$ cat src/design/cls_pkg.sv
// Purpose: shared constants and types of the clock loss supervisor
// Assumes: 20 MHz system clock, oscillator levels sampled synchronously
// Notes:   register offsets are byte addresses on AXI4-Lite
package cls_pkg;
   // clock and derived timing
   localparam int unsigned CLK_PERIOD_NS = 50;
   localparam int unsigned LOSS_TIME_NS  = 5000;
   localparam int unsigned LOSS_CYCLES   = (LOSS_TIME_NS + CLK_PERIOD_NS - 1) / CLK_PERIOD_NS;
   localparam int unsigned SPIKE_TIME_NS = 100;
   localparam int unsigned SPIKE_CYCLES  = (SPIKE_TIME_NS + CLK_PERIOD_NS - 1) / CLK_PERIOD_NS;
   localparam int unsigned RECOVER_EDGES = 4;

   // register map
   localparam int unsigned ADDR_W      = 4;
   localparam logic [3:0]  ADDR_CTRL   = 4'h0;
   localparam logic [3:0]  ADDR_STATUS = 4'h4;
   localparam logic [3:0]  ADDR_IRQ_EN = 4'h8;

   // field positions and reset values
   localparam int unsigned CTRL_PLL_BIT       = 0;
   localparam int unsigned STAT_ON_BACKUP_BIT = 2;
   localparam logic        CTRL_PLL_RST       = 1'h0;

   // vectors
   localparam logic [3:0]  VEC_CLK_LOSS_NUM  = 4'h1;
   localparam logic [15:0] VEC_CLK_LOSS_ADDR = 16'hfff8;
   localparam logic [3:0]  VEC_AUX_NUM       = 4'hb;
   localparam logic [15:0] VEC_AUX_ADDR      = 16'hffe4;
   localparam logic [3:0]  VEC_NONE_NUM      = 4'h0;
   localparam logic [15:0] VEC_NONE_ADDR     = 16'h0000;

   // bus responses
   localparam logic [1:0]  RESP_OKAY   = 2'h0;
   localparam logic [1:0]  RESP_SLVERR = 2'h2;

   // event bits, shared layout of flags and enables
   typedef struct packed {
      logic aux;
      logic loss;
   } cls_evt_t;
   localparam cls_evt_t EVT_RST = '{aux: 1'b0, loss: 1'b0};

   // clock source switch states
   typedef enum logic [3:0] {
      ST_MAIN      = 4'b0001,
      ST_GAP_TO_BK = 4'b0010,
      ST_BACKUP    = 4'b0100,
      ST_GAP_TO_MN = 4'b1000
   } cls_state_t;
endpackage

$ cat src/design/cls_filters.sv
// Purpose: spike filter and activity watch for the main oscillator level
// Assumes: raw levels are synchronous to aclk
// Notes:   both hold their state while run is low, except that the watch clears edge_ff
`timescale 1ns/1ps
module cls_spike_filter
   import cls_pkg::*;
#(
   parameter int unsigned MIN_CYC = SPIKE_CYCLES
) (
   input  wire logic aclk,
   input  wire logic aresetn,
   input  wire logic run,
   input  wire logic enable,
   input  wire logic raw,
   output logic      clean_ff
);
   localparam int unsigned CW = $clog2(MIN_CYC + 1);
   logic [CW-1:0] cnt_ff;

   // a new level is accepted only after MIN_CYC agreeing samples
   always_ff @(posedge aclk) begin
      if (!aresetn) begin
         clean_ff <= 1'b0;
         cnt_ff   <= '0;
      end else if (run) begin
         if (!enable) begin
            clean_ff <= raw;
            cnt_ff   <= '0;
         end else if (raw == clean_ff) begin
            cnt_ff   <= '0;
         end else if (cnt_ff == CW'(MIN_CYC - 1)) begin
            clean_ff <= raw;
            cnt_ff   <= '0;
         end else begin
            cnt_ff   <= cnt_ff + 1'b1;
         end
      end
   end
endmodule // cls_spike_filter

module cls_activity_watch
   import cls_pkg::*;
#(
   parameter int unsigned LIMIT = LOSS_CYCLES
) (
   input  wire logic aclk,
   input  wire logic aresetn,
   input  wire logic run,
   input  wire logic level,
   output logic      edge_ff,
   output logic      stale_ff
);
   localparam int unsigned CW = $clog2(LIMIT + 1);
   logic [CW-1:0] cnt_ff;
   logic          prev_ff;

   // stale after LIMIT cycles without any level change
   always_ff @(posedge aclk) begin
      if (!aresetn) begin
         prev_ff  <= 1'b0;
         cnt_ff   <= '0;
         edge_ff  <= 1'b0;
         stale_ff <= 1'b0;
      end else if (run) begin
         prev_ff <= level;
         edge_ff <= (level != prev_ff);
         if (level != prev_ff) begin
            cnt_ff   <= '0;
            stale_ff <= 1'b0;
         end else if (cnt_ff == CW'(LIMIT - 1)) begin
            stale_ff <= 1'b1;
            cnt_ff   <= CW'(LIMIT);
         end else if (!stale_ff) begin
            cnt_ff   <= cnt_ff + 1'b1;
         end
      end else begin
         edge_ff <= 1'b0;
      end
   end
endmodule // cls_activity_watch

$ cat src/design/cls_supervisor.sv
// Purpose: clock loss supervisor with backup clock switch and AXI4-Lite registers
// Assumes: main_osc_clock and backup_osc_clock are sampled levels, slower than aclk
// Notes:   cpu_clk_ff is a sampled reconstruction; halt stops it low
`timescale 1ns/1ps
module cls_supervisor
   import cls_pkg::*;
#(
   parameter int unsigned LOSS_CYC  = LOSS_CYCLES,
   parameter int unsigned SPIKE_CYC = SPIKE_CYCLES,
   parameter int unsigned RECOVER_N = RECOVER_EDGES
) (
   input  wire logic              aclk,
   input  wire logic              aresetn,
   // oscillators and clock output
   input  wire logic              main_osc_clock,
   input  wire logic              backup_osc_clock,
   output logic                   backup_osc_en_ff,
   output logic                   cpu_clk_ff,
   output logic                   on_backup_ff,
   // events, modes and interrupt side
   input  wire logic              aux_voltage_event,
   input  wire logic              time_base_irq,
   input  wire logic              cpu_irq_mask,
   input  wire logic              wait_mode,
   input  wire logic              halt_mode,
   output logic                   irq_ff,
   output logic [3:0]             irq_vec_num_ff,
   output logic [15:0]            irq_vec_addr_ff,
   output logic                   wake_wait_ff,
   output logic                   wake_halt_ff,
   // AXI4-Lite slave
   input  wire logic [ADDR_W-1:0] s_axi_awaddr,
   input  wire logic              s_axi_awvalid,
   output logic                   s_axi_awready,
   input  wire logic [31:0]       s_axi_wdata,
   input  wire logic [3:0]        s_axi_wstrb,
   input  wire logic              s_axi_wvalid,
   output logic                   s_axi_wready,
   output logic [1:0]             s_axi_bresp,
   output logic                   s_axi_bvalid,
   input  wire logic              s_axi_bready,
   input  wire logic [ADDR_W-1:0] s_axi_araddr,
   input  wire logic              s_axi_arvalid,
   output logic                   s_axi_arready,
   output logic [31:0]            s_axi_rdata,
   output logic [1:0]             s_axi_rresp,
   output logic                   s_axi_rvalid,
   input  wire logic              s_axi_rready
);
   localparam int unsigned RW = $clog2(RECOVER_N + 1);

   logic              run;
   logic              main_clean;
   logic              main_edge;
   logic              main_stale;
   logic              pll_en_ff;
   cls_evt_t          irq_en_ff;
   cls_evt_t          flags_ff;
   cls_evt_t          pend;
   cls_state_t        st_ff;
   logic              req_backup_ff;
   logic [RW-1:0]     good_cnt_ff;
   logic              aw_held_ff;
   logic              w_held_ff;
   logic [ADDR_W-1:0] awaddr_ff;
   logic [31:0]       wdata_ff;
   logic [3:0]        wstrb_ff;
   logic              do_write;
   logic              wr_ctrl;
   logic              wr_stat;
   logic              wr_en;
   logic              any_irq;

   // filter, watch, switch, flags and backup oscillator sleep in halt; interrupt and bus logic keep running
   assign run = !halt_mode;

   cls_spike_filter #(
      .MIN_CYC (SPIKE_CYC)
   ) u_filter (
      .aclk     (aclk),
      .aresetn  (aresetn),
      .run      (run),
      .enable   (pll_en_ff),
      .raw      (main_osc_clock),
      .clean_ff (main_clean)
   );

   cls_activity_watch #(
      .LIMIT (LOSS_CYC)
   ) u_watch (
      .aclk     (aclk),
      .aresetn  (aresetn),
      .run      (run),
      .level    (main_clean),
      .edge_ff  (main_edge),
      .stale_ff (main_stale)
   );

   // write decode; a write in halt is answered but stores nothing
   assign do_write = aw_held_ff && w_held_ff && !s_axi_bvalid;
   assign wr_ctrl  = do_write && run && wstrb_ff[0] && (awaddr_ff == ADDR_CTRL);
   assign wr_stat  = do_write && run && wstrb_ff[0] && (awaddr_ff == ADDR_STATUS);
   assign wr_en    = do_write && run && wstrb_ff[0] && (awaddr_ff == ADDR_IRQ_EN);

   // loss request: set by a dead clock, cleared after enough clean edges
   always_ff @(posedge aclk) begin
      if (!aresetn) begin
         req_backup_ff <= 1'b0;
         good_cnt_ff   <= '0;
      end else if (run) begin
         if (main_stale) begin
            req_backup_ff <= 1'b1;
            good_cnt_ff   <= '0;
         end else if (req_backup_ff && main_edge) begin
            if (good_cnt_ff == RW'(RECOVER_N - 1)) begin
               req_backup_ff <= 1'b0;
               good_cnt_ff   <= '0;
            end else begin
               good_cnt_ff   <= good_cnt_ff + 1'b1;
            end
         end
      end
   end

   // source switch: leave a source only at its low phase, enter the next at its low
   // phase, so the gap only stretches a low phase; a dead main may stick high
   always_ff @(posedge aclk) begin
      if (!aresetn) begin
         st_ff      <= ST_MAIN;
         cpu_clk_ff <= 1'b0;
      end else if (!run) begin
         cpu_clk_ff <= 1'b0;
      end else begin
         case (st_ff)
            ST_MAIN: begin
               if (req_backup_ff && (!main_clean || main_stale)) begin
                  st_ff      <= ST_GAP_TO_BK;
                  cpu_clk_ff <= 1'b0;
               end else begin
                  cpu_clk_ff <= main_clean;
               end
            end
            ST_GAP_TO_BK: begin
               cpu_clk_ff <= 1'b0;
               if (!backup_osc_clock) begin
                  st_ff <= ST_BACKUP;
               end
            end
            ST_BACKUP: begin
               if (!req_backup_ff && !backup_osc_clock) begin
                  st_ff      <= ST_GAP_TO_MN;
                  cpu_clk_ff <= 1'b0;
               end else begin
                  cpu_clk_ff <= backup_osc_clock;
               end
            end
            ST_GAP_TO_MN: begin
               cpu_clk_ff <= 1'b0;
               if (req_backup_ff) begin
                  st_ff <= ST_GAP_TO_BK;
               end else if (!main_clean) begin
                  st_ff <= ST_MAIN;
               end
            end
            default: begin
               st_ff      <= ST_MAIN;
               cpu_clk_ff <= 1'b0;
            end
         endcase
      end
   end

   // backup oscillator runs except in halt; status mirror of the switch
   always_ff @(posedge aclk) begin
      if (!aresetn) begin
         backup_osc_en_ff <= 1'b0;
         on_backup_ff     <= 1'b0;
      end else begin
         backup_osc_en_ff <= run;
         on_backup_ff     <= (st_ff == ST_BACKUP);
      end
   end

   // sticky flags, write one to clear; a same-cycle event wins over the clear
   always_ff @(posedge aclk) begin
      if (!aresetn) begin
         flags_ff <= EVT_RST;
      end else if (run) begin
         flags_ff.loss <= (flags_ff.loss && !(wr_stat && wdata_ff[0]))
                          || (st_ff == ST_BACKUP);
         flags_ff.aux  <= (flags_ff.aux && !(wr_stat && wdata_ff[1]))
                          || aux_voltage_event;
      end
   end

   // configuration, held through halt and restored by reset only
   always_ff @(posedge aclk) begin
      if (!aresetn) begin
         pll_en_ff <= CTRL_PLL_RST;
         irq_en_ff <= EVT_RST;
      end else begin
         if (wr_ctrl) begin
            pll_en_ff <= wdata_ff[CTRL_PLL_BIT];
         end
         if (wr_en) begin
            irq_en_ff <= cls_evt_t'(wdata_ff[1:0]);
         end
      end
   end

   // interrupt request, vector selection and wake signals
   assign pend    = flags_ff & irq_en_ff;
   assign any_irq = (pend.loss || pend.aux) && !cpu_irq_mask;
   always_ff @(posedge aclk) begin
      if (!aresetn) begin
         irq_ff          <= 1'b0;
         irq_vec_num_ff  <= VEC_NONE_NUM;
         irq_vec_addr_ff <= VEC_NONE_ADDR;
         wake_wait_ff    <= 1'b0;
         wake_halt_ff    <= 1'b0;
      end else begin
         irq_ff       <= any_irq;
         wake_wait_ff <= wait_mode && any_irq;
         // only the time base half of the shared vector may end halt
         wake_halt_ff <= halt_mode && time_base_irq && !cpu_irq_mask;
         if (!cpu_irq_mask && (pend.loss || time_base_irq)) begin
            irq_vec_num_ff  <= VEC_CLK_LOSS_NUM;
            irq_vec_addr_ff <= VEC_CLK_LOSS_ADDR;
         end else if (any_irq) begin
            irq_vec_num_ff  <= VEC_AUX_NUM;
            irq_vec_addr_ff <= VEC_AUX_ADDR;
         end else begin
            irq_vec_num_ff  <= VEC_NONE_NUM;
            irq_vec_addr_ff <= VEC_NONE_ADDR;
         end
      end
   end

   // write channels: address and data taken independently, answered once both held
   always_ff @(posedge aclk) begin
      if (!aresetn) begin
         s_axi_awready <= 1'b0;
         s_axi_wready  <= 1'b0;
         aw_held_ff    <= 1'b0;
         w_held_ff     <= 1'b0;
         awaddr_ff     <= '0;
         wdata_ff      <= '0;
         wstrb_ff      <= '0;
         s_axi_bvalid  <= 1'b0;
         s_axi_bresp   <= RESP_OKAY;
      end else begin
         if (s_axi_awvalid && s_axi_awready) begin
            aw_held_ff    <= 1'b1;
            awaddr_ff     <= s_axi_awaddr;
            s_axi_awready <= 1'b0;
         end else if (!aw_held_ff) begin
            s_axi_awready <= 1'b1;
         end
         if (s_axi_wvalid && s_axi_wready) begin
            w_held_ff    <= 1'b1;
            wdata_ff     <= s_axi_wdata;
            wstrb_ff     <= s_axi_wstrb;
            s_axi_wready <= 1'b0;
         end else if (!w_held_ff) begin
            s_axi_wready <= 1'b1;
         end
         if (do_write) begin
            s_axi_bvalid <= 1'b1;
            s_axi_bresp  <= (awaddr_ff == ADDR_CTRL || awaddr_ff == ADDR_STATUS
                             || awaddr_ff == ADDR_IRQ_EN) ? RESP_OKAY : RESP_SLVERR;
         end else if (s_axi_bvalid && s_axi_bready) begin
            s_axi_bvalid <= 1'b0;
            aw_held_ff   <= 1'b0;
            w_held_ff    <= 1'b0;
         end
      end
   end

   // read channel: data registered at the edge that takes the address, valid from the next cycle
   always_ff @(posedge aclk) begin
      if (!aresetn) begin
         s_axi_arready <= 1'b0;
         s_axi_rvalid  <= 1'b0;
         s_axi_rdata   <= '0;
         s_axi_rresp   <= RESP_OKAY;
      end else if (s_axi_arvalid && s_axi_arready) begin
         s_axi_arready <= 1'b0;
         s_axi_rvalid  <= 1'b1;
         s_axi_rresp   <= RESP_OKAY;
         case (s_axi_araddr)
            ADDR_CTRL:   s_axi_rdata <= {31'h0, pll_en_ff};
            ADDR_STATUS: s_axi_rdata <= {29'h0, st_ff == ST_BACKUP, flags_ff};
            ADDR_IRQ_EN: s_axi_rdata <= {30'h0, irq_en_ff};
            default: begin
               s_axi_rdata <= '0;
               s_axi_rresp <= RESP_SLVERR;
            end
         endcase
      end else if (s_axi_rvalid && s_axi_rready) begin
         s_axi_rvalid  <= 1'b0;
         s_axi_arready <= 1'b1;
      end else if (!s_axi_rvalid) begin
         s_axi_arready <= 1'b1;
      end
   end
endmodule // cls_supervisor

$ cat config.mk
export PLATFORM = sky130hd
export DESIGN_NAME = cls_supervisor
export DESIGN_NICKNAME = d
export VERILOG_FILES = /design/src/design/cls_pkg.sv /design/src/design/cls_filters.sv /design/src/design/cls_supervisor.sv
export SDC_FILE = /design/constraint.sdc
export NUM_CORES = 1
export LEC_CHECK = 0
export BUFFER_PORTS_ARGS = -buffer_cell sky130_fd_sc_hd__buf_2
export CAP_MARGIN = 20
export CELL_PAD_IN_SITES_DETAIL_PLACEMENT = 1
export CELL_PAD_IN_SITES_GLOBAL_PLACEMENT = 2
export CORE_MARGIN = 8
export CORE_UTILIZATION = 25
export CTS_CLUSTER_SIZE = 24
export DETAILED_ROUTE_END_ITERATION = 7
export PLACE_DENSITY = 0.75
export SETUP_SLACK_MARGIN = 0.4
export SLEW_MARGIN = 25
export SYNTH_ARGS = -nofsm -noshare
export SYNTH_HDL_FRONTEND = slang
export SYNTH_SLANG_ARGS = --single-unit
$ cat constraint.sdc
create_clock -name aclk -period 2.3 [get_ports aclk]
set_input_delay 0.345 -clock aclk [delete_from_list [all_inputs] [get_ports aclk]]
set_output_delay 0.345 -clock aclk [all_outputs]
set_load 0.01 [all_outputs]
# --- Yosys cells after proc, flatten, opt, wreduce, memory -nomap -nowiden ---
# Cells that the tools add are included.
classes:
  addsub: 3
  eq_ne: 21
  n_mux: 45
  bitwise_logic: 3
  n_reduce_logical: 58
op_table:
  columns: ["operator", "n"]
  rows:
  - ["2-to-1 mux 16 bit", 2]
  - ["logical AND 1 bit", 24]
  - ["2-to-1 mux 4 bit", 6]
  - ["2-to-1 mux 1 bit", 23]
  - ["2-to-1 mux 7 bit", 3]
  - ["case mux 4 bit (4 select lines)", 1]
  - ["equality test 4 x 3 -> 1 bit, second input constant", 3]
  - ["equality test 4 bit, second input constant", 3]
  - ["2-to-1 mux 2 bit", 5]
  - ["nonzero test 2 bit", 5]
  - ["OR reduction 2 bit", 5]
  - ["2-to-1 mux 3 bit", 3]
  - ["case mux 3 bit (3 select lines)", 1]
  - ["logical NOT 1 bit", 8]
  - ["logical NOT 4 bit", 2]
  - ["inequality test 2 bit, second input constant", 4]
  - ["adder 7 x 1 -> 7 bit, second input constant", 1]
  - ["equality test 7 bit, second input constant", 1]
  - ["logical OR 1 bit", 7]
  - ["inequality test 3 bit, second input constant", 2]
  - ["AND reduction 2 bit", 3]
  - ["AND reduction 3 bit", 2]
  - ["AND reduction 5 bit", 1]
  - ["equality test 4 x 1 -> 1 bit, second input constant", 1]
  - ["other kinds (12)", 14]
totals:
  reg_bits: 102
  in_bits: 58
  output_inout_bits: 67
  word_cells: 167

# --- Longest topological paths before layout ---
logic_depth:
  word_depth: 9
  ltp_mapped: 6
  depth_no_buf: 6

# --- Modules after synthesis ---
# Synthesis repeated with hierarchy kept, for this count alone.
hier_totals:
  hier_cells: 311
  hier_area_um2: 2792.7
modules_own_cells:
  columns: ["mod", "n_inst", "cells_each", "area_each_um2", "seq_area_each_um2"]
  rows:
  - ["cls_supervisor", 1, 240, 2125.8, 820.8]
  - ["cls_activity_watch", 1, 56, 540.5, 200.2]
  - ["cls_spike_filter", 1, 15, 126.4, 60.1]

# --- Worst setup path after synthesis ---
# OpenSTA, ideal clock, no wires.
synth_timing:
  kind: "reg2reg"
  start: "reg u_watch.cnt_ff[0]"
  end: "reg u_watch.cnt_ff[3]"
  setup_time_ns: 0.071
  arrival_ns: 1.798
  required_time_ns: 2.229
  slack_ns: 0.431
  path_stages_with_launch: 7
  path_buffers: 0
  period_less_slack_ns: 1.869
  path_cell_list: "dfxtp_1 ha_1 nor4b_2 nand3_2 a31o_4 or4_1 a21oi_1"
synth_between:
  elab_chain_len: 4
  elab_cells_between_ends: 7
  cone_classes: "add/sub (1); eq/ne (2); mux (3); reduce/logical (1)"
synth_rtl:
  columns: ["item", "line_no", "rtl"]
  rows:
  - ["from (decl)", "cls_filters.sv:54", "logic [CW-1:0] cnt_ff;"]
  - ["from (signal assigned)", "cls_filters.sv:72", "cnt_ff <= CW'(LIMIT);"]
  - ["from (signal assigned)", "cls_filters.sv:74", "cnt_ff <= cnt_ff + 1'b1;"]
  - ["adder 7 x 1 -> 7 bit", "cls_filters.sv:74", null]
  - ["2-to-1 mux 7 bit", "cls_filters.sv:73", "end else if (!stale_ff) begin"]
  - ["2-to-1 mux 7 bit", "cls_filters.sv:70", "end else if (cnt_ff == CW'(LIMIT - 1)) begin"]
  - ["2-to-1 mux 7 bit", "cls_filters.sv:67", "if (level != prev_ff) begin"]
# Several ways; a longest one is shown, not always the timed one. The select of a mux whose other input is x is not followed.
# A chain may end at the register's enable or synchronous reset.

# --- Worst setup path after layout ---
# Ends and elaborated chain as after synthesis.

==> reports/results.txt <==
outcome -> complete, no violations
Setup Skew -> 11.29 ps
crit path DAT -> 2050 ps
async set-reset flop share out of synthesis -> 0%
Slew Viols, Final -> 0
Rel. slew slack -> 61.44%
number of synthesized register bits -> 54
HP Class -> in2reg
mean routed wirelength per cell -> 13.27 um
DR vias/cell -> 4.392
Area growth syn-to-layout -> 14.05%
Worst setup SP type -> register
Max Freq -> 0.5502 GHz
area of the multi-input gates -> 1276 um^2
Max-Cap Viols -> 0
Hold-fix buffers, CTS -> 0
Crit Reg-Reg Startpoint -> u_watch.cnt_ff[0]
diode count -> 0
nets -> 427
CTS Buffer Depth -> 2
RSZ-0062 raised after global routing -> yes
crit path from -> u_watch.cnt_ff[0]
Die Wd -> 118.9 um
io pins -> 125
total vias in the final route -> 2209
die height -> 118.9 um
register area -> 1089 um^2
clock latency on the worst-skew pair -> 300 ps
CTS sink cnt -> 54
die area -> 14130 um^2
total leakage power -> 1.316 nW
Antenna Violating Nets Remaining -> 0
CORE AREA -> 10320 um^2
Worst Max-Slew Pin Slew -> 577.7 ps
H-tree levels -> 2
Yosys cell types -> 49
Tot GR Track Use -> 9.181%
final setup vio count -> 0
TritonCTS clock tree -> built
CP Data Required Time -> 2530 ps
pwr dens -> 561.8 nW/um^2
first-pass GRT wire length -> 11080 um
CP Buf/Inv Count -> 0
Initial DRC Count -> 99
CP Class -> reg2reg
number of CTS-inserted buffers -> 5
Mapped Cells -> 318
final setup TNS -> 0 ps
CP delay by family, top -> simple AND/OR/NAND/NOR gates
gr ovfl total -> 0
initial core utilization -> 25.62%
CP Capture Type -> register
Synth Flop Type -> dfxtp_1
Final Cycle Share -> 79.02%
syn_area_per_cell -> 8.318 um^2
DP Area -> 2863 um^2
sequential fraction of the synthesis area -> 40.87%
Critical Path, Cell by Cell -> ha_4 > nor4b_4 > nand3_2 > a31o_4 > or4_4 > a21oi_2
Post-synth EDFFs -> 0
total power -> 1.695 mW
fraction of layout cells with a size suffix above 1 -> 23.16%
Post-DP HPWL -> 5148 um
hold wc startpoint -> wait_mode
FP Rows -> 37
synth warn -> 0
final-report hold violation count -> 0
CP max FO -> 5
Routed WL -> 6677 um
GP Congestion -> 0.7330
Finished Cell Area -> 3017 um^2
antenna violations before repair -> 0
# fillers -> 1280
crit-path max cell delay -> 480 ps
Netlist Area Pre-Place -> 2645 um^2
Root Driver -> clkbuf_8
PortBufs -> 57
slowest CP cell -> or4_4
Clock transition at path regs -> 100 ps
# DRC -> 0
DR pass1 iterations -> 4
VDD IR-drop max -> 0.2502 mV
largest net degree at the start of global routing -> 20
vias in the first global route -> 2184
crit path time final -> 1817 ps
[stage by stage]
| step | std cells | hold slack (ps) | worst slack [ps] | utilization [%] |
|---|---|---|---|---|
| after detailed placement | 491 | 447.7 | 130.6 | 27.73 |
| after CTS | 500 | 230.2 | 402.0 | 28.85 |
| after global routing | 503 | 226.2 | 364.3 | 29.22 |
| after floorplan | 351 | 416.0 | 431.1 | - |
| final | 503 | 238.2 | 482.5 | 29.22 |
| after global placement | 491 | 427.7 | 220.6 | 27.73 |
[kinds of logic after synthesis]
kind of cell               share of synthesized area, %
and+or+nand+nor                                   21.52
AOI/OAI and AO/OA                                 15.80
buffers and inverters                             16.65
DFF                                               40.87
muxes                                             3.075
xor gates and xnor gates                         0.9936
adders and majority gates                        0.9459
other                                            0.1418
[per-layer routing]
metal	track usage (%)	part of all wire, %	vias up
met3	2.834	5.3	4
li1	-	-	1104
met2	15.47	49	50
met4	2.609	0.94	0
met1	11.04	45	1051
met5	0	0	-
[sequential cells by signal (all words and copies together), names as in the netlist, 2 cells and up]
register,cells
wdata_ff,2
u_watch.cnt_ff,7
awaddr_ff,4
st_ff,4
irq_en_ff,2
irq_vec_num_ff,2
s_axi_rdata,3
good_cnt_ff,3
flags_ff,2
u_filter.cnt_ff,2
[synthesized netlist by cell type, types with 2 or more instances]
cell / count / area [um^2]
nor4_1: 2 / 12.51
buf_4: 48 / 360.4
a21oi_1: 34 / 170.2
clkbuf_1: 9 / 33.78
a31oi_1: 2 / 12.51
nor3b_1: 2 / 15.01
and3_1: 2 / 12.51
o21ai_1: 7 / 35.03
o21ai_0: 7 / 35.03
inv_2: 2 / 7.510
inv_1: 9 / 33.78
xor2_1: 2 / 17.52
nor2_1: 27 / 101.4
a22oi_1: 6 / 45.04
dfxtp_1: 54 / 1081
nand2b_1: 7 / 43.79
o31ai_1: 2 / 15.01
or3_1: 2 / 12.51
nor2b_1: 5 / 31.28
nor3_1: 5 / 25.02
a21bo_1: 2 / 20.02
nand4_1: 4 / 25.02
and2_1: 3 / 18.77
or4_1: 2 / 15.01
mux2i_1: 7 / 70.07
ha_1: 2 / 25.02
o211a_1: 2 / 20.02
nand3_1: 13 / 65.06
nand2_1: 29 / 108.9
[cells in the final DEF (no fill, tap or decap), drive strengths merged, types with 3 or more instances in the layout]
cell type / n
buf: 67
dfxtp: 54
conb: 34
a21oi: 34
nand2: 29
nor2: 27
nand3: 14
o21ai: 14
inv: 11
mux2i: 7
nand2b: 7
a22oi: 6
clkbuf: 6
nor2b: 5
nor3: 5
nand4: 4
and2: 3
and3: 3
[area by class of cell]
type,instances,share of cell area (%)
Multi-Input combinational cell,228,42.31
Tap cell,136,5.641
Inverter,11,1.369
Clock buffer,6,2.406
Timing Repair Buffer,67,11.95
Sequential cell,54,36.08
Clock inverter,1,0.2489
[final timing paths]
path	end	slack [ps]	cells after the start
setup reg to reg	u_watch.cnt_ff[3]	480	6
hold / removal	wake_wait_ff	240	2
hold reg to reg	awaddr_ff[1]	460	2
setup / recovery	u_watch.cnt_ff[3]	480	6
[repair_timing]
action / CTS / global route
pin swaps: 2 / 6
buffers inserted: 2 / 3
setup endpoints to repair: 3 / 3
gates resized for setup: 6 / 3
[power by group]
part           total (mW)  internal, mW  switching [mW]
registers           0.987         0.961          0.0267
logic               0.188        0.0699           0.118
clock network       0.520         0.210           0.310
No activity file was read; power rests on OpenSTA's default activity.
